File: src/core/flow_ctl_consts.vh
// constants for the user message and native flow control block
`ifndef FLOW_CTL_CONSTS_VH
`define FLOW_CTL_CONSTS_VH

// build direction
`define BUILD_FULL_DUPLEX   2'h0
`define BUILD_SIMPLEX_TX    2'h1
`define BUILD_SIMPLEX_RX    2'h2

// wishbone register byte offsets
`define REG_CONTROL_ADDR    8'h00
`define REG_STATUS_ADDR     8'h04
`define REG_PAUSE_ADDR      8'h08

// control register fields and reset value
`define CTRL_STREAMING_BIT  0
`define CTRL_COMPLETION_BIT 1
`define CTRL_RESET          2'h0

// status register fields
`define STAT_STOP_BIT       0
`define STAT_PAUSE_BIT      1
`define STAT_MSG_BUSY_BIT   2
`define STAT_COMPL_EFF_BIT  3

// channel block kinds
`define KIND_IDLE           3'h0
`define KIND_DATA           3'h1
`define KIND_MSG_START      3'h2
`define KIND_MSG_DATA       3'h3
`define KIND_NFC            3'h4
`define KIND_CLK_COMP       3'h5
`define KIND_CH_BOND        3'h6

// native flow control word fields, ascending bit order
`define NFC_STOP_BIT        7
`define NFC_PAUSE_MSB       8
`define NFC_PAUSE_LSB       15

// user message sizing and pause count steps
`define BUS_BYTES           9'h008
`define BUS_BYTES_FULL      4'h8
`define MSG_SIZE_ONE        9'h001
`define PAUSE_STEP          9'h001
`define PAUSE_ZERO          9'h000

`endif

File: src/core/user_msg_rx_deframer.v
// receive side of the user message path: channel blocks to a framed stream
`timescale 1ns/1ps
`default_nettype none
`include "flow_ctl_consts.vh"

module user_msg_rx_deframer (
  input  wire        clock,
  input  wire        sys_rst,
  input  wire        enable,
  input  wire [2:0]  chan_rx_kind,
  input  wire [0:63] chan_rx_data,
  input  wire [7:0]  chan_rx_size,
  output reg  [0:63] user_msg_rx_data,
  output reg         user_msg_rx_valid,
  output reg         user_msg_rx_last,
  output reg  [0:7]  user_msg_rx_keep
);

  reg  [8:0] msg_remain;
  reg  [8:0] cur_remain;
  wire       is_start;
  wire       is_word;
  wire       is_last;

  // leftmost n byte lanes set
  function [0:7] keep_mask;
    input [8:0] n;
    integer i;
    begin
      keep_mask = 8'h00;
      for (i = 0; i < 8; i = i + 1) begin
        keep_mask[i] = (n > i);
      end
    end
  endfunction

  assign is_start = (chan_rx_kind == `KIND_MSG_START);
  assign is_word  = enable & (is_start | (chan_rx_kind == `KIND_MSG_DATA));
  assign is_last  = (cur_remain <= `BUS_BYTES);

  always @* begin
    if (is_start) begin
      cur_remain = {1'b0, chan_rx_size} + `MSG_SIZE_ONE;
    end else begin
      cur_remain = msg_remain;
    end
  end

  always @(posedge clock) begin
    if (sys_rst) begin
      msg_remain        <= 9'h000;
      user_msg_rx_data  <= 64'h0000_0000_0000_0000;
      user_msg_rx_valid <= 1'b0;
      user_msg_rx_last  <= 1'b0;
      user_msg_rx_keep  <= 8'h00;
    end else begin
      user_msg_rx_valid <= is_word;
      user_msg_rx_data  <= chan_rx_data;
      user_msg_rx_last  <= is_word & is_last;
      // keep only carries meaning with last; zero elsewhere
      user_msg_rx_keep  <= (is_word & is_last) ? keep_mask(cur_remain) : 8'h00;
      if (is_word) begin
        msg_remain <= is_last ? 9'h000 : (cur_remain - `BUS_BYTES);
      end
    end
  end

endmodule // user_msg_rx_deframer

`default_nettype wire

File: src/core/user_and_native_flow_control.v
// transmit arbitration for user messages, native flow control and normal data
//
// Local design decisions: the address map and the Wishbone slave port.
`timescale 1ns/1ps
`default_nettype none
`include "flow_ctl_consts.vh"

// Overview of operation
// - take a message request next edge; wait while a message runs, unless final word.
// - message data ready within two cycles of a request unless pre-empted.
// - message ready rises one clock after request when nothing higher is pending.
// - message ready stays high while data of latest message is outstanding.
// - message ready drops while clock-comp, bonding or native flow request pends.
// - normal ready is low whenever message ready is high.
// - message word taken only on an edge with valid and ready both high.
// - final word uses only the leftmost bytes still needed.
// - valid low during message ready sends idle blocks in the message.
// - received message data comes with a valid flag.
// - each received message is a frame, last flag on its final word.
// - final received word sets the leftmost valid byte lanes on keep, only with last.
// - native flow ready pulses when the pending request is accepted.
// - pause count bits 8..15 stop partner data for count plus one cycles.
// - stop flag halts partner data until a non-stop message or reset.
// - zero pause with zero stop is resume; later requests are honoured.
// - completion mode has no effect in streaming configuration.
// - simplex builds keep only the message path of their direction.
// - normal data taken only on edges with valid and ready both high.
module user_and_native_flow_control #(
  parameter [1:0] BUILD = `BUILD_FULL_DUPLEX
) (
  input  wire        clock,
  input  wire        sys_rst,
  // wishbone slave
  input  wire        wb_cyc_i,
  input  wire        wb_stb_i,
  input  wire        wb_we_i,
  input  wire [3:0]  wb_sel_i,
  input  wire [7:0]  wb_adr_i,
  input  wire [31:0] wb_dat_i,
  output reg  [31:0] wb_dat_o,
  output reg         wb_ack_o,
  // user message transmit
  input  wire        user_msg_tx_req,
  input  wire [7:0]  user_msg_tx_size,
  input  wire [0:63] user_msg_tx_data,
  input  wire        user_msg_tx_valid,
  output reg         user_msg_tx_ready,
  // normal transmit data
  input  wire [0:63] tx_data,
  input  wire        tx_valid,
  input  wire        tx_last,
  output reg         tx_ready,
  // native flow control transmit
  input  wire        nfc_tx_valid,
  input  wire [0:15] nfc_tx_data,
  output reg         nfc_tx_ready,
  // higher priority channel maintenance
  input  wire        clock_compensation_request,
  input  wire        channel_bonding_request,
  // outgoing channel blocks
  output reg  [2:0]  chan_tx_kind,
  output reg  [0:63] chan_tx_data,
  output reg  [7:0]  chan_tx_size,
  output reg  [3:0]  chan_tx_bytes,
  // incoming channel blocks
  input  wire [2:0]  chan_rx_kind,
  input  wire [0:63] chan_rx_data,
  input  wire [7:0]  chan_rx_size,
  // user message receive
  output wire [0:63] user_msg_rx_data,
  output wire        user_msg_rx_valid,
  output wire        user_msg_rx_last,
  output wire [0:7]  user_msg_rx_keep
);

  wire       tx_path_en;
  wire       rx_path_en;

  reg  [1:0] control;
  reg        msg_busy;
  reg  [8:0] msg_remain;
  reg        msg_first;
  reg  [7:0] msg_size;
  reg        stop_mode;
  reg  [8:0] pause_count;
  reg        in_frame;

  reg        next_busy;
  reg  [8:0] next_pause;
  reg        next_stop;
  reg        next_in_frame;
  reg        next_msg_ready;
  reg        next_tx_ready;

  // register read images
  reg [31:0] control_word;
  reg [31:0] status_word;

  wire       ufc_accept;
  wire       ufc_last;
  wire       normal_accept;
  wire       can_take;
  wire       msg_take;
  wire       prio_busy;
  wire       nfc_take;
  wire       nfc_pending;
  wire       higher_pending;
  wire       compl_eff;
  wire       next_hold;
  wire       rx_nfc;
  wire [7:0] rx_pause;
  wire       rx_stop;
  wire [3:0] last_bytes;
  wire       bus_hit;
  wire       resume_mode;
  wire       msg_final;
  wire       pausing;

  // bus decode
  wire       wb_write;
  wire       wb_read;
  wire       ctrl_write;

  // leftmost n byte lanes of a 64-bit word
  function [0:63] byte_mask;
    input [3:0] n;
    integer i;
    begin
      byte_mask = 64'h0000_0000_0000_0000;
      for (i = 0; i < 64; i = i + 1) begin
        byte_mask[i] = (n > (i / 8));
      end
    end
  endfunction

  // rx-only builds never send messages; tx-only builds never deliver them
  assign tx_path_en = (BUILD != `BUILD_SIMPLEX_RX);
  assign rx_path_en = (BUILD != `BUILD_SIMPLEX_TX);

  // handshakes sample the registered readies
  assign ufc_accept    = user_msg_tx_ready & user_msg_tx_valid;
  assign msg_final     = (msg_remain <= `BUS_BYTES);
  assign ufc_last      = ufc_accept & msg_final;
  assign normal_accept = tx_ready & tx_valid;

  // a new request waits unless the running message ends this edge
  assign can_take = ~msg_busy | ufc_last;
  assign msg_take = user_msg_tx_req & can_take & tx_path_en;

  // block slot order: committed accepts, then maintenance, then flow control
  assign prio_busy      = ufc_accept | normal_accept
                          | clock_compensation_request | channel_bonding_request;
  assign nfc_take       = nfc_tx_valid & ~nfc_tx_ready & ~prio_busy;
  assign nfc_pending    = nfc_tx_valid & ~nfc_tx_ready & ~nfc_take;
  assign higher_pending = clock_compensation_request | channel_bonding_request
                          | nfc_pending;

  assign compl_eff = control[`CTRL_COMPLETION_BIT] & ~control[`CTRL_STREAMING_BIT];

  // a transmit-only build has no receiver, so no pause can reach it
  assign rx_nfc      = rx_path_en & (chan_rx_kind == `KIND_NFC);
  assign rx_pause    = chan_rx_data[`NFC_PAUSE_MSB:`NFC_PAUSE_LSB];
  assign rx_stop     = chan_rx_data[`NFC_STOP_BIT];
  assign resume_mode = rx_nfc & ~rx_stop & (rx_pause == 8'h00);

  assign pausing    = (pause_count != `PAUSE_ZERO);
  assign last_bytes = msg_final ? msg_remain[3:0] : `BUS_BYTES_FULL;

  always @* begin
    next_busy = msg_take | (msg_busy & ~ufc_last);
  end

  // flow control received from the partner throttles our normal data
  always @* begin
    next_stop  = stop_mode;
    next_pause = pause_count;
    if (rx_nfc) begin
      if (rx_stop) begin
        next_stop  = 1'b1;
        next_pause = `PAUSE_ZERO;
      end else if (resume_mode) begin
        next_stop  = 1'b0;
        next_pause = `PAUSE_ZERO;
      end else begin
        next_stop  = 1'b0;
        next_pause = {1'b0, rx_pause} + `PAUSE_STEP;
      end
    end else if (pausing) begin
      next_pause = pause_count - `PAUSE_STEP;
    end
  end

  // streaming has no frames, so tlast is not tracked there
  always @* begin
    next_in_frame = in_frame;
    if (normal_accept & ~control[`CTRL_STREAMING_BIT]) begin
      next_in_frame = ~tx_last;
    end
  end

  // completion mode lets a started frame finish before honouring a hold
  assign next_hold = (next_stop | (next_pause != `PAUSE_ZERO))
                     & ~(compl_eff & next_in_frame);

  // both readies come from one decision, so they can never overlap
  always @* begin
    next_msg_ready = next_busy & ~higher_pending;
    next_tx_ready  = ~next_busy & ~higher_pending & ~next_hold & tx_path_en;
  end

  always @(posedge clock) begin
    if (sys_rst) begin
      msg_busy          <= 1'b0;
      msg_remain        <= 9'h000;
      msg_first         <= 1'b0;
      msg_size          <= 8'h00;
      user_msg_tx_ready <= 1'b0;
      tx_ready          <= 1'b0;
      nfc_tx_ready      <= 1'b0;
      stop_mode         <= 1'b0;
      pause_count       <= `PAUSE_ZERO;
      in_frame          <= 1'b0;
    end else begin
      msg_busy    <= next_busy;
      stop_mode   <= next_stop;
      pause_count <= next_pause;
      in_frame    <= next_in_frame;
      if (msg_take) begin
        msg_remain <= {1'b0, user_msg_tx_size} + `MSG_SIZE_ONE;
        msg_size   <= user_msg_tx_size;
        msg_first  <= 1'b1;
      end else if (ufc_accept) begin
        msg_remain <= ufc_last ? 9'h000 : (msg_remain - `BUS_BYTES);
        msg_first  <= 1'b0;
      end
      // ready one clock after the request, held until all bytes taken
      user_msg_tx_ready <= next_msg_ready;
      // normal path comes back once the message is done
      tx_ready <= next_tx_ready;
      // single-cycle accept; valid is held by the application until then
      nfc_tx_ready <= nfc_take;
    end
  end

  // outgoing block selection
  always @(posedge clock) begin
    if (sys_rst) begin
      chan_tx_kind  <= `KIND_IDLE;
      chan_tx_data  <= 64'h0000_0000_0000_0000;
      chan_tx_size  <= 8'h00;
      chan_tx_bytes <= 4'h0;
    end else begin
      chan_tx_size  <= msg_size;
      chan_tx_bytes <= 4'h0;
      chan_tx_data  <= 64'h0000_0000_0000_0000;
      if (ufc_accept) begin
        chan_tx_kind  <= msg_first ? `KIND_MSG_START : `KIND_MSG_DATA;
        chan_tx_bytes <= last_bytes;
        chan_tx_data  <= user_msg_tx_data & byte_mask(last_bytes);
      end else if (normal_accept) begin
        chan_tx_kind <= `KIND_DATA;
        chan_tx_data <= tx_data;
      end else if (clock_compensation_request) begin
        chan_tx_kind <= `KIND_CLK_COMP;
      end else if (channel_bonding_request) begin
        chan_tx_kind <= `KIND_CH_BOND;
      end else if (nfc_take) begin
        chan_tx_kind       <= `KIND_NFC;
        chan_tx_data[0:15] <= nfc_tx_data;
      end else begin
        // also covers valid low while message ready is high
        chan_tx_kind <= `KIND_IDLE;
      end
    end
  end

  // wishbone slave: one wait state, ack for one cycle
  assign bus_hit    = wb_cyc_i & wb_stb_i & ~wb_ack_o;
  assign wb_write   = bus_hit & wb_we_i;
  assign wb_read    = bus_hit & ~wb_we_i;
  // only byte lane 0 carries control bits
  assign ctrl_write = wb_write & wb_sel_i[0] & (wb_adr_i == `REG_CONTROL_ADDR);

  // register images built from their field positions
  always @* begin
    control_word                       = 32'h0000_0000;
    control_word[`CTRL_STREAMING_BIT]  = control[`CTRL_STREAMING_BIT];
    control_word[`CTRL_COMPLETION_BIT] = control[`CTRL_COMPLETION_BIT];
    status_word                        = 32'h0000_0000;
    status_word[`STAT_STOP_BIT]        = stop_mode;
    status_word[`STAT_PAUSE_BIT]       = pausing;
    status_word[`STAT_MSG_BUSY_BIT]    = msg_busy;
    status_word[`STAT_COMPL_EFF_BIT]   = compl_eff;
  end

  always @(posedge clock) begin
    if (sys_rst) begin
      control  <= `CTRL_RESET;
      wb_ack_o <= 1'b0;
      wb_dat_o <= 32'h0000_0000;
    end else begin
      wb_ack_o <= bus_hit;
      wb_dat_o <= 32'h0000_0000;
      if (ctrl_write) begin
        control[`CTRL_STREAMING_BIT]  <= wb_dat_i[`CTRL_STREAMING_BIT];
        control[`CTRL_COMPLETION_BIT] <= wb_dat_i[`CTRL_COMPLETION_BIT];
      end
      if (wb_read) begin
        case (wb_adr_i)
          `REG_CONTROL_ADDR: begin
            wb_dat_o <= control_word;
          end
          `REG_STATUS_ADDR: begin
            wb_dat_o <= status_word;
          end
          `REG_PAUSE_ADDR: begin
            wb_dat_o <= {23'h00_0000, pause_count};
          end
          default: begin
            wb_dat_o <= 32'h0000_0000;
          end
        endcase
      end
    end
  end

  user_msg_rx_deframer u_rx_deframer (
    .clock             (clock),
    .sys_rst           (sys_rst),
    .enable            (rx_path_en),
    .chan_rx_kind      (chan_rx_kind),
    .chan_rx_data      (chan_rx_data),
    .chan_rx_size      (chan_rx_size),
    .user_msg_rx_data  (user_msg_rx_data),
    .user_msg_rx_valid (user_msg_rx_valid),
    .user_msg_rx_last  (user_msg_rx_last),
    .user_msg_rx_keep  (user_msg_rx_keep)
  );

endmodule // user_and_native_flow_control

`default_nettype wire

File: config.mk
export PLATFORM = sky130hd
export DESIGN_NAME = user_and_native_flow_control
export DESIGN_NICKNAME = d
export VERILOG_FILES = /design/src/core/user_msg_rx_deframer.v /design/src/core/user_and_native_flow_control.v
export VERILOG_INCLUDE_DIRS = /design/src /design/src/core
export SDC_FILE = /design/constraint.sdc
export NUM_CORES = 1
export LEC_CHECK = 0
export BUFFER_PORTS_ARGS = -buffer_cell sky130_fd_sc_hd__buf_2
export CORE_AREA = 2 2 184 186
export DETAILED_ROUTE_END_ITERATION = 8
export DIE_AREA = 0 0 186 188
export HOLD_SLACK_MARGIN = 0.06
export PLACE_DENSITY = 0.54
export SKIP_LAST_GASP = 1
export SLEW_MARGIN = 15
export SYNTH_ARGS = -nofsm -noshare
export SYNTH_HDL_FRONTEND = slang
export SYNTH_HIERARCHICAL = 1
export SYNTH_SLANG_ARGS = --single-unit
File: constraint.sdc
create_clock -name clock -period 2.3 [get_ports clock]
set_input_delay 0.46 -clock clock [delete_from_list [all_inputs] [get_ports clock]]
set_output_delay 0.46 -clock clock [all_outputs]
set_load 0.03 [all_outputs]
# After elaboration in Yosys (flattened, before gate mapping)
# Cells that the tools add are included.
# Widths: inputs -> output; s select.
# word_totals
register_bits,230
word_cells,138
out_inout_bits,189
input_bits,283
# op_classes
n_reduce_logical,8
n_addsub,6
n_eq_ne,5
n_mux,28
order_cmp,18
bitwise,51
# ops
cell,n
$mux 9,9
$and 64x64->64,1
$mux 16,4
$mux 64,1
$mux 48,1
$gt 9x3->1 const B,4
$add 8x1->9 const B,3
$pmux 9 s3,1
$and 1x1->1,24
$gt 9x1->1 const B,2
$gt 9x2->1 const B,2
$le 9x4->1 const B,2
$reduce_bool 9->1,2
$sub 9x4->9 const B,2
$not 1->1,17
$gt 4x3->1 const B,4
$logic_not 8->1,2
$mux 3,5
$or 1x1->1,9
$sub 9x1->9 const B,1
$eq 8x3->1 const B,1
$eq 8x4->1 const B,1
$gt 4x1->1 const B,2
$gt 4x2->1 const B,2
other kinds (6),14

# Depth between registers and ports, before layout
# Gate-level depths: netlist of run 1.
# logic_depth
word_depth,12
ltp_mapped,10
ltp_nobuf,10

# Hierarchy
# Netlist of run 1, hierarchy kept.
# by_module_without_submodules
mod,n_inst,cells_each,seq_area_each_um2,area_per_inst_um2
user_and_native_flow_control,1,550,2482.4,5156.2
user_msg_rx_deframer,1,293,1661.6,2944.1

# Worst setup path before layout of run 1
# No wires, ideal clock.
# synth_timing
path_kind,in2reg
startpoint,input port chan_rx_kind[0]
endpoint,register u_rx_deframer.msg_remain[2]
t_arrival_ps,2158
setup_time_ps,70
n_path_buf,1
setup_slack_ps,72
cell_stages,7
path_cell_list,nor3b_4 -> mux2i_1 -> o311ai_1 -> o211a_1 -> buf_4 -> or3b_2 -> a21oi_1
# synth_between
elab_chain_cells,4
elab_cells_between_ends,7
classes_between,add/sub (1); order compare (1); eq/ne (2); mux (2); bitwise (1)
# synth_rtl
item,line_no,source
from (decl),user_and_native_flow_control.v:66,"input wire [2:0] chan_rx_kind,"
$eq 3x2->1 (no source line),--,
$mux 9,user_msg_rx_deframer.v:42,if (is_start) begin
$sub 9x4->9 (no source line) / $le 9x4->1 (equally long branches),--,
$mux 9,user_msg_rx_deframer.v:63,msg_remain <= is_last ? 9'h000 : (cur_remain - `BUS_BYTES);
to (signal assigned),user_msg_rx_deframer.v:63,
to (decl),user_msg_rx_deframer.v:19,reg [8:0] msg_remain;
# Several ways; a longest one is shown, not always the timed one.
# A chain may end at the register's enable or synchronous reset.

==> results of run 1 <==
[cell usage in the layout, fill, tap and decap left out, types with 8 or more instances in the layout]
cell type  synthesis  routed
a211oi_1          15      15
a21oi_1           49      48
a222oi_1          16      16
a22o_1            49      49
and2_1             8       8
buf_2              6     414
buf_4             25      53
clkbuf_16          0      25
conb_1             2      24
dfxtp_1          207     207
inv_1             32      32
mux2i_1            8       8
nand2_1           52      52
nand3_1           21      21
nor2_1            56      56
nor2b_1           76      76
nor3_1            19      18
o21ai_0           20      20
or3_1             12      12
xor2_1             8       8
[power by group]
group	internal, mW	switching (mW)
sequential	3.78	0.109
clock	2.45	1.52
combinational	0.917	1.17
[worst max-delay path: cells and delay by family (launching register included)]
family	cells	cell delay [ns]
and+or+nand+nor	2	0.38
adders and majority gates	1	0.21
DFF	1	0.40
buffers and inverters	1	0.06
AOI/OAI and AO/OA	2	1.05
[metrics by stage]
| stage | cell area (µm²) | hold slack, ns |
|---|---|---|
| finish | 11750 | 0.1314 |
| global route | 11750 | 0.1167 |
| CTS | 11740 | 0.09913 |
| detailed placement | 10920 | 0.4433 |
| global placement | 10920 | 0.4391 |
| floorplan | 8183 | 0.4170 |
[registers in the layout, indices dropped and copies added, names as in the netlist, 2 cells and up]
name                            flops
pause_count                         9
control                             2
wb_dat_o                            9
chan_tx_data                       64
msg_remain                          9
chan_tx_size                        8
chan_tx_kind                        3
u_rx_deframer/user_msg_rx_data     64
u_rx_deframer/msg_remain            9
u_rx_deframer/user_msg_rx_keep      8
chan_tx_bytes                       4
msg_size                            8
[cells in the mapped netlist, drive strengths merged, types with 17 or more instances]
cell	instances	area (µm²)
a22o	49	429.2
a21oi	49	245.2
o21ai	20	100.1
clkbuf	28	105.1
nand2	52	195.2
nor2b	76	475.5
buf	36	259.0
a211oi	17	137.6
nor3	19	95.09
dfxtp	207	4144
inv	32	120.1
nand3	21	105.1
nor2	56	210.2
[timing repair]
action,4_1_cts,5_1_grt
gates resized for setup,0,1
endpoints found under the setup margin,0,2
hold endpoints to repair,0,0
[worst paths after layout]
path	start	to	slack, ns	cells after the start
setup / recovery	msg_remain[4]	chan_tx_data[21]	0.12	6
hold / removal	tx_last	in_frame	0.13	2
setup reg to reg	msg_remain[4]	chan_tx_data[21]	0.12	6
hold reg to reg	msg_size[3]	msg_size[3]	0.45	2
[cell families (layout without fill, tap and decap cells)]
group | after synthesis | in the layout | synth area share
AOI/OAI and AO/OA | 207 | 207 | 0.1884
buffers and inverters | 96 | 544 | 0.05978
muxes | 9 | 9 | 0.01128
adders and majority gates | 7 | 7 | 0.01081
and+or+nand+nor | 300 | 300 | 0.2010
other | 2 | 25 | 0.0009271
xor gates and xnor gates | 15 | 15 | 0.01622
DFF | 207 | 207 | 0.5116
[cell type report]
class                   count  share of cell area
diodes                      1           0.0002130
clock buffers              34             0.05953
clock inverters             8             0.01044
inverters                  32             0.01022
multi-input cells         562              0.3038
flip-flops and latches    207              0.3527
well taps                 448             0.04771
repair buffers            470              0.2153
[routing by layer]
layer,part of all wire,up-vias
met5,0.0017,-
met4,0.019,6
met3,0.083,50
met2,0.45,280
met1,0.44,3594
li1,-,3868
==> impl_metrics.tcl, run 1 <==
set metrics [dict create \
    die_h_um 188 \
    grt_overflow 0 \
    grt.busiest_layer "met2" \
    use_met3 0.04059 \
    grtUsageTotal 0.1502 \
    fin_ws_ns 0.1217 \
    use_met1 0.1983 \
    endpoint_kind "flop" \
    multi_input_area_um2 3570 \
    grt_pass1_vias 7509 \
    ant_nets 0 \
    synth-edff-count 0 \
    fmax_ghz 0.4591 \
    cts_htree_levels 1 \
    slew_viol_final 0 \
    yosysSeqAreaShare 0.5116 \
    tns_ns 0 \
    powerDensity_nw_per_um2 846.0 \
    cts_num_sinks 207 \
    hpwlAfterDp_um 21450 \
    critPathKind "flop to flop" \
    finalSetupViolCount 0 \
    synthCells 843 \
    min_period_ns 2.178 \
    row_count 67 \
    ys_ff_latch 207 \
    design.portCount 472 \
    dr_total_vias 7798 \
    area_delta_synth_final_pct 45.04 \
    finClkSkew_ns 0.02328 \
    yosys_warnings 6 \
    crit_arrival_ns 2.62 \
    crit_path_max_fanout 8 \
    slew_headroom 0.3810 \
    cp.required_ns 2.74 \
    critPathLaunchType "flop" \
    syn_avg_cell_area_um2 9.609 \
    dp_slack_ns -0.1210 \
    cts_tree "built" \
    max_stage_delay_ns 0.73 \
    fillers 3475 \
    grt_pass1_wl_um 41520 \
    postCtsSetupBuffers 0 \
    hp-class "input pin to flop" \
    clockBufferDepth 3 \
    synth_cell_types 70 \
    grt_max_degree 92 \
    hold_viol 0 \
    path_cells "inv_1 -> ha_1 -> and4_1 -> nor2b_1 -> a21oi_1 -> a22o_1" \
    drcViolationCount 0 \
    final_layout_size_suffix_gt1_frac 0.4044 \
    final_nets 1588 \
    ff_latch_area_um2 4144 \
    synth_area_um2 8100 \
    worst_slew_pin_slew_ns 0.9285 \
    outcome "complete, no violations" \
    fin_cells 1762 \
    clkLatencyLatePin_ns 0.52 \
    dieArea_um2 34970 \
    path_clk_slew_ns 0.06 \
    drtIter0Drc 399 \
    gp_congestion 0.8925 \
    async_flop_share 0 \
    fin_crit_sh 0.9471 \
    finalPower_mw 9.939 \
    cts_made_buffers 25 \
    power_leakage_nw 5.690 \
    cts_root_buffer "clkbuf_16" \
    die_w_um 186 \
    max_cap_viol_count 0 \
    start_util 0.2446 \
    gr-usage-met2 0.2416 \
    irDropWorstVdd_v 0.0005742 \
    cpMaxStageDelayCell "a21oi_1" \
    first_pass_iters 7 \
    fin_util 0.3548 \
    via_per_inst 4.426 \
    holdBufCountCts 0 \
    antenna_found_initial 5 \
    port_buffers 415 \
    ys.flop_type "dfxtp_1" \
    wl_per_cell_um 15.71 \
    wirelength_um 27690 \
    dpl.cell_count 1719 \
    fp.coreArea_um2 33110 \
]
(Power assumes the default switching activity.)
==> run 2, diff against run 1 <==
--- a/config.mk
+++ b/config.mk
@@ -7,11 +7,11 @@
 export NUM_CORES = 1
 export LEC_CHECK = 0
 export BUFFER_PORTS_ARGS = -buffer_cell sky130_fd_sc_hd__buf_2
-export CORE_AREA = 2 2 184 186
+export CORE_AREA = 2 2 185 187
 export DETAILED_ROUTE_END_ITERATION = 8
-export DIE_AREA = 0 0 186 188
+export DIE_AREA = 0 0 187 189
 export HOLD_SLACK_MARGIN = 0.06
-export PLACE_DENSITY = 0.54
+export PLACE_DENSITY = 0.52
 export SKIP_LAST_GASP = 1
 export SLEW_MARGIN = 15
 export SYNTH_ARGS = -nofsm -noshare
==> constraint.sdc (replaced) <==
create_clock -name clock -period 2.6 [get_ports clock]
set_input_delay 0.52 -clock clock [delete_from_list [all_inputs] [get_ports clock]]
set_output_delay 0.52 -clock clock [all_outputs]
set_load 0.03 [all_outputs]
==> run 2 against run 1 <==
Clock power down 11%. Combinational power down 19%. Sequential cell count unchanged. Critical path type unchanged. Critical endpoint is now chan_tx_data[0]. Largest cell class unchanged. Largest power group unchanged.
==> impl_metrics.tcl, run 2 (synthesized netlist as in run 1, its figures left out) <==
set metrics [dict create \
    power_leakage_nw 5.552 \
    rsz0062_at_grt "no" \
    clockBufferDepth 3 \
    cts_num_sinks 207 \
    finalSetupViolCount 0 \
    tns_ns 0 \
    switchingPower_mw 2.480 \
    seqPwrFrac 0.399 \
    antenna_found_initial 2 \
    final_layout_size_suffix_gt1_frac 0.3935 \
    reg.largest.list "chan_tx_data (64), u_rx_deframer/user_msg_rx_data (64)" \
    grt_pass1_vias 7438 \
    holdPathStages 2 \
    endpoint_kind "flop" \
    drtIter0Drc 470 \
    drcViolationCount 0 \
    first_pass_iters 7 \
    cts_resized 0 \
    fp.coreArea_um2 33280 \
    min_period_ns 2.348 \
    grt_overflow 0 \
    dieArea_um2 35340 \
    worst_slew_pin_slew_ns 0.9381 \
    dpl.cell_count 1692 \
    clkLatencyLatePin_ns 0.52 \
    row_count 67 \
    start_util 0.2434 \
    via_per_inst 4.479 \
    p_sw_frac 0.2847 \
    final_cell_mix "414 x buf_2, 207 x dfxtp_1, 76 x nor2b_1" \
    cts_root_buffer "clkbuf_16" \
    grt_pass1_wl_um 41700 \
    grtUsageTotal 0.1477 \
    path_clk_slew_ns 0.07 \
    intPower_mw 6.229 \
    fin_crit_sh 0.9029 \
    crit_arrival_ns 2.80 \
    pwr-share-comb 0.195 \
    final_nets 1561 \
    cp.required_ns 3.06 \
    grt_max_degree 72 \
    holdBufCountCts 0 \
    cpMostUsedCell "inv_1" \
    die_h_um 189 \
    cts_htree_levels 1 \
    crit_path_max_fanout 8 \
    wirelength_um 27820 \
    dr_total_vias 7766 \
    hold_viol 0 \
    slew_headroom 0.3746 \
    cts_made_buffers 25 \
    cpMaxStageDelayCell "a21oi_1" \
    max_stage_delay_ns 0.74 \
    irDropWorstVdd_v 0.0003911 \
    cts_tree "built" \
    die_w_um 187 \
    gp_congestion 0.8617 \
    port_buffers 415 \
    design.portCount 472 \
    outcome "complete, no violations" \
    diodes 0 \
    wl_per_cell_um 16.04 \
    area_delta_synth_final_pct 42.26 \
    mostFrequentLayoutCell "buf_2" \
    hpwlAfterDp_um 21390 \
    fmax_ghz 0.4260 \
    hp-class "input pin to flop" \
    critPathLaunchType "flop" \
    critPathKind "flop to flop" \
    powerDensity_nw_per_um2 755.7 \
    finClkSkew_ns 0.01994 \
    max_cap_viol_count 0 \
    ant_nets 0 \
    fin_cells 1734 \
    path_cells "inv_1 -> ha_1 -> and4_1 -> nor2b_1 -> a21oi_1 -> a222oi_1 -> inv_1" \
    postCtsSetupBuffers 0 \
    slew_viol_final 0 \
    clkPwrFrac 0.406 \
    reg2regPathDepth 7 \
]
-- run 2: layer usage --
metal | up-vias | global-route usage | routed length (µm)
li1 | 3823 | - | -
met1 | 3602 | 0.1973 | 12470
met2 | 295 | 0.2446 | 12980
met3 | 44 | 0.02910 | 1854
met4 | 2 | 0.03663 | 494
met5 | - | 0 | 14
-- run 2: layout make-up --
class / instances / area, µm²
sequential: 207 / 4144
tap: 448 / 560.5
multi-input combinational: 562 / 3566
clock buffer: 31 / 688.2
inverter: 32 / 120.1
timing repair buffer: 443 / 2302
clock inverter: 11 / 142.6
fill: 3549 / 21760
-- run 2: path summary, 6_finish.rpt --
path | to | slack, ns | from
worst min-delay path | in_frame | 0.20 | tx_last
worst min register to register | chan_tx_size[2] | 0.45 | msg_size[2]
worst max-delay path | chan_tx_data[0] | 0.25 | msg_remain[3]
worst max register to register | chan_tx_data[0] | 0.25 | msg_remain[3]
-- run 2: power groups by stage --
stage	sequential [mW]	combinational (mW)	clock, mW
floorplan	3.67	1.06	0
global placement	3.54	1.69	0
detailed placement	3.55	1.69	0
CTS	3.48	1.71	3.67
global route	3.50	1.90	3.82
finish	3.48	1.70	3.53
-- run 2: metrics by stage --
step / worst slack (ns) / hold WS, ns / power (mW) / area (µm²) / utilization
after detailed placement: 0.02555 / 0.4417 / 5.243 / 10690 / 0.3213
final: 0.2525 / 0.2005 / 8.709 / 11520 / 0.3463
after floorplan: 0.3117 / 0.4170 / 4.733 / 8183 / -
after global placement: 0.09974 / 0.4384 / 5.227 / 10690 / 0.3213
after global routing: 0.05331 / 0.1751 / 9.211 / 11520 / 0.3463
after CTS: 0.2687 / 0.1688 / 8.857 / 11520 / 0.3463
-- run 2: worst max-delay path: cells and delay by family, from the launching register on --
family / cells / cell delay, ns
fa+ha+maj: 1 / 0.28
buf+inv: 2 / 0.19
simple gates: 2 / 0.43
flops: 1 / 0.42
compound gates: 2 / 0.96
==> run 3, diff against run 2 <==
--- a/config.mk
+++ b/config.mk
@@ -7,13 +7,14 @@
 export NUM_CORES = 1
 export LEC_CHECK = 0
 export BUFFER_PORTS_ARGS = -buffer_cell sky130_fd_sc_hd__buf_2
-export CORE_AREA = 2 2 185 187
+export CORE_AREA = 2 2 181 183
+export CTS_BUF_LIST = sky130_fd_sc_hd__clkbuf_4 sky130_fd_sc_hd__clkbuf_8
 export DETAILED_ROUTE_END_ITERATION = 8
-export DIE_AREA = 0 0 187 189
+export DIE_AREA = 0 0 183 185
 export HOLD_SLACK_MARGIN = 0.06
-export PLACE_DENSITY = 0.52
+export PLACE_DENSITY = 0.53
+export RECOVER_POWER = 100
 export SKIP_LAST_GASP = 1
-export SLEW_MARGIN = 15
 export SYNTH_ARGS = -nofsm -noshare
 export SYNTH_HDL_FRONTEND = slang
 export SYNTH_HIERARCHICAL = 1
==> run 3 against run 2 <==
The flow now finishes with violations (capacitance limit, slew limit). Worst hold slack got worse by 0.037 ns. Clock skew increased by 0.0017 ns. Critical endpoint is now tx_ready. Setup slack improved by 0.047 ns. Sequential cell count unchanged. Combinational power about the same. Utilization increased by 0.76 points. Via count increased by 0.62%. First-iteration DRC count decreased by 6.6%. Largest power group unchanged. Non-clock buffer count increased by 6. Global-route usage increased by 0.37 points.
==> impl_metrics.tcl, run 3 (synthesized netlist as in run 1, its figures left out) <==
set metrics [dict create \
    die_h_um 185 \
    holdBufCountCts 0 \
    cts_root_buffer "clkbuf_8" \
    die_w_um 183 \
    clkPwrFrac 0.422 \
    gp_congestion 0.7978 \
    cts_made_buffers 39 \
    antenna_found_initial 2 \
    clkLatencyLatePin_ns 0.54 \
    intPower_mw 6.363 \
    min_from "tx_last" \
    holdWs_ns 0.1631 \
    grt_pass1_vias 7314 \
    port_buffers 415 \
    final_cell_mix "246 x buf_2, 207 x dfxtp_1, 178 x clkbuf_1" \
    dpl.cell_count 1658 \
    critPathLaunchType "flop" \
    finalPower_mw 8.905 \
    dr_total_vias 7814 \
    outcome "complete, but fails checks" \
    dieArea_um2 33860 \
    failed_checks "capacitance limit, slew limit" \
    fin_ws_ns 0.2992 \
    cp.required_ns 3.08 \
    cp-startpoint "pause_count[4]" \
    critPathKind "flop to flop" \
    wl_per_cell_um 16.05 \
    cts_htree_levels 2 \
    hold_viol 0 \
    power_leakage_nw 4.922 \
    path_clk_slew_ns 0.06 \
    row_count 66 \
    rr_startpoint "pause_count[4]" \
    via_per_inst 4.530 \
    fin_cells 1725 \
    first_pass_iters 5 \
    start_util 0.2528 \
    postCtsSetupBuffers 0 \
    hpwlAfterDp_um 21120 \
    min_period_ns 2.301 \
    ant_nets 0 \
    clockBufferDepth 3 \
    crit_path_max_fanout 10 \
    finalSetupViolCount 0 \
    slew_headroom -0.1897 \
    design.portCount 472 \
    finClkSkew_ns 0.02168 \
    grt_max_degree 65 \
    cts_num_sinks 207 \
    fin_crit_sh 0.8849 \
    fp.coreArea_um2 32040 \
    final_layout_size_suffix_gt1_frac 0.2711 \
    grt_pass1_wl_um 40290 \
    fillers 3438 \
    endpoint_kind "flop" \
    final_nets 1581 \
    grt_overflow 0 \
    powerDensity_nw_per_um2 785.5 \
    drcViolationCount 0 \
    switchingPower_mw 2.542 \
    cts_resized 0 \
    wirelength_um 27680 \
    worst_slew_pin_slew_ns 1.785 \
    pwr-share-comb 0.189 \
    reg.largest.list "chan_tx_data (64), u_rx_deframer/user_msg_rx_data (64)" \
    mostFrequentLayoutCell "buf_2" \
    rsz0062_at_grt "no" \
    fmax_ghz 0.4346 \
    irDropWorstVdd_v 0.0003338 \
    tns_ns 0 \
    hp-class "input pin to flop" \
    cts_tree "built" \
    crit_arrival_ns 2.78 \
    slew_viol_final 39 \
    seqPwrFrac 0.389 \
    dp_slack_ns 0.04260 \
    diodes 0 \
    area_delta_synth_final_pct 39.96 \
    grtUsageTotal 0.1514 \
    max_cap_viol_count 1 \
    drtIter0Drc 439 \
    p_sw_frac 0.2855 \
]
run 3: area by class of cell:
type	count	area, µm²	share of cell area
inverter	32	120.1	0.01059
clock inverter	12	216.5	0.01909
tap	408	510.5	0.04503
multi-input combinational	562	3548	0.3130
sequential	207	4144	0.3655
clock buffer	55	700.7	0.06180
timing repair buffer	449	2097	0.1850
run 3: per-layer routing:
metal	global-route usage	share of wire	routed length, µm
met5	0	0.00076	21
met2	0.2294	0.45	12470
met1	0.2115	0.47	12890
met3	0.03854	0.066	1821
met4	0.04448	0.017	477
run 3: power groups by stage:
stage	registers [mW]	clock network, mW	logic [mW]
after floorplan	3.67	0	1.06
after global placement	3.53	0	1.71
after detailed placement	3.53	0	1.72
after CTS	3.47	3.88	1.73
after global routing	3.49	4.02	1.86
final	3.47	3.76	1.68
run 3: worst max-delay path, cell delays in order (launching register included):
cell and delay (ns):
dfxtp_1 0.36, or4_1 0.72, or3_4 0.42, and3_4 0.16, a211oi_2 0.23, nand4_1 0.17, a21oi_1 0.18
run 3: through the flow:
stage	cell area [µm²]	utilization
2_1_floorplan	8183	-
3_3_place_gp	10690	0.3336
3_5_place_dp	10690	0.3336
4_1_cts	11600	0.3622
5_1_grt	11340	0.3538
6_report	11340	0.3538
run 3: worst paths after layout:
path / to / slack (ns) / cells past startpoint
setup reg to reg: tx_ready / 0.30 / 6
hold reg to reg: msg_size[3] / 0.45 / 2
hold / removal: in_frame / 0.16 / 2
setup / recovery: tx_ready / 0.30 / 6
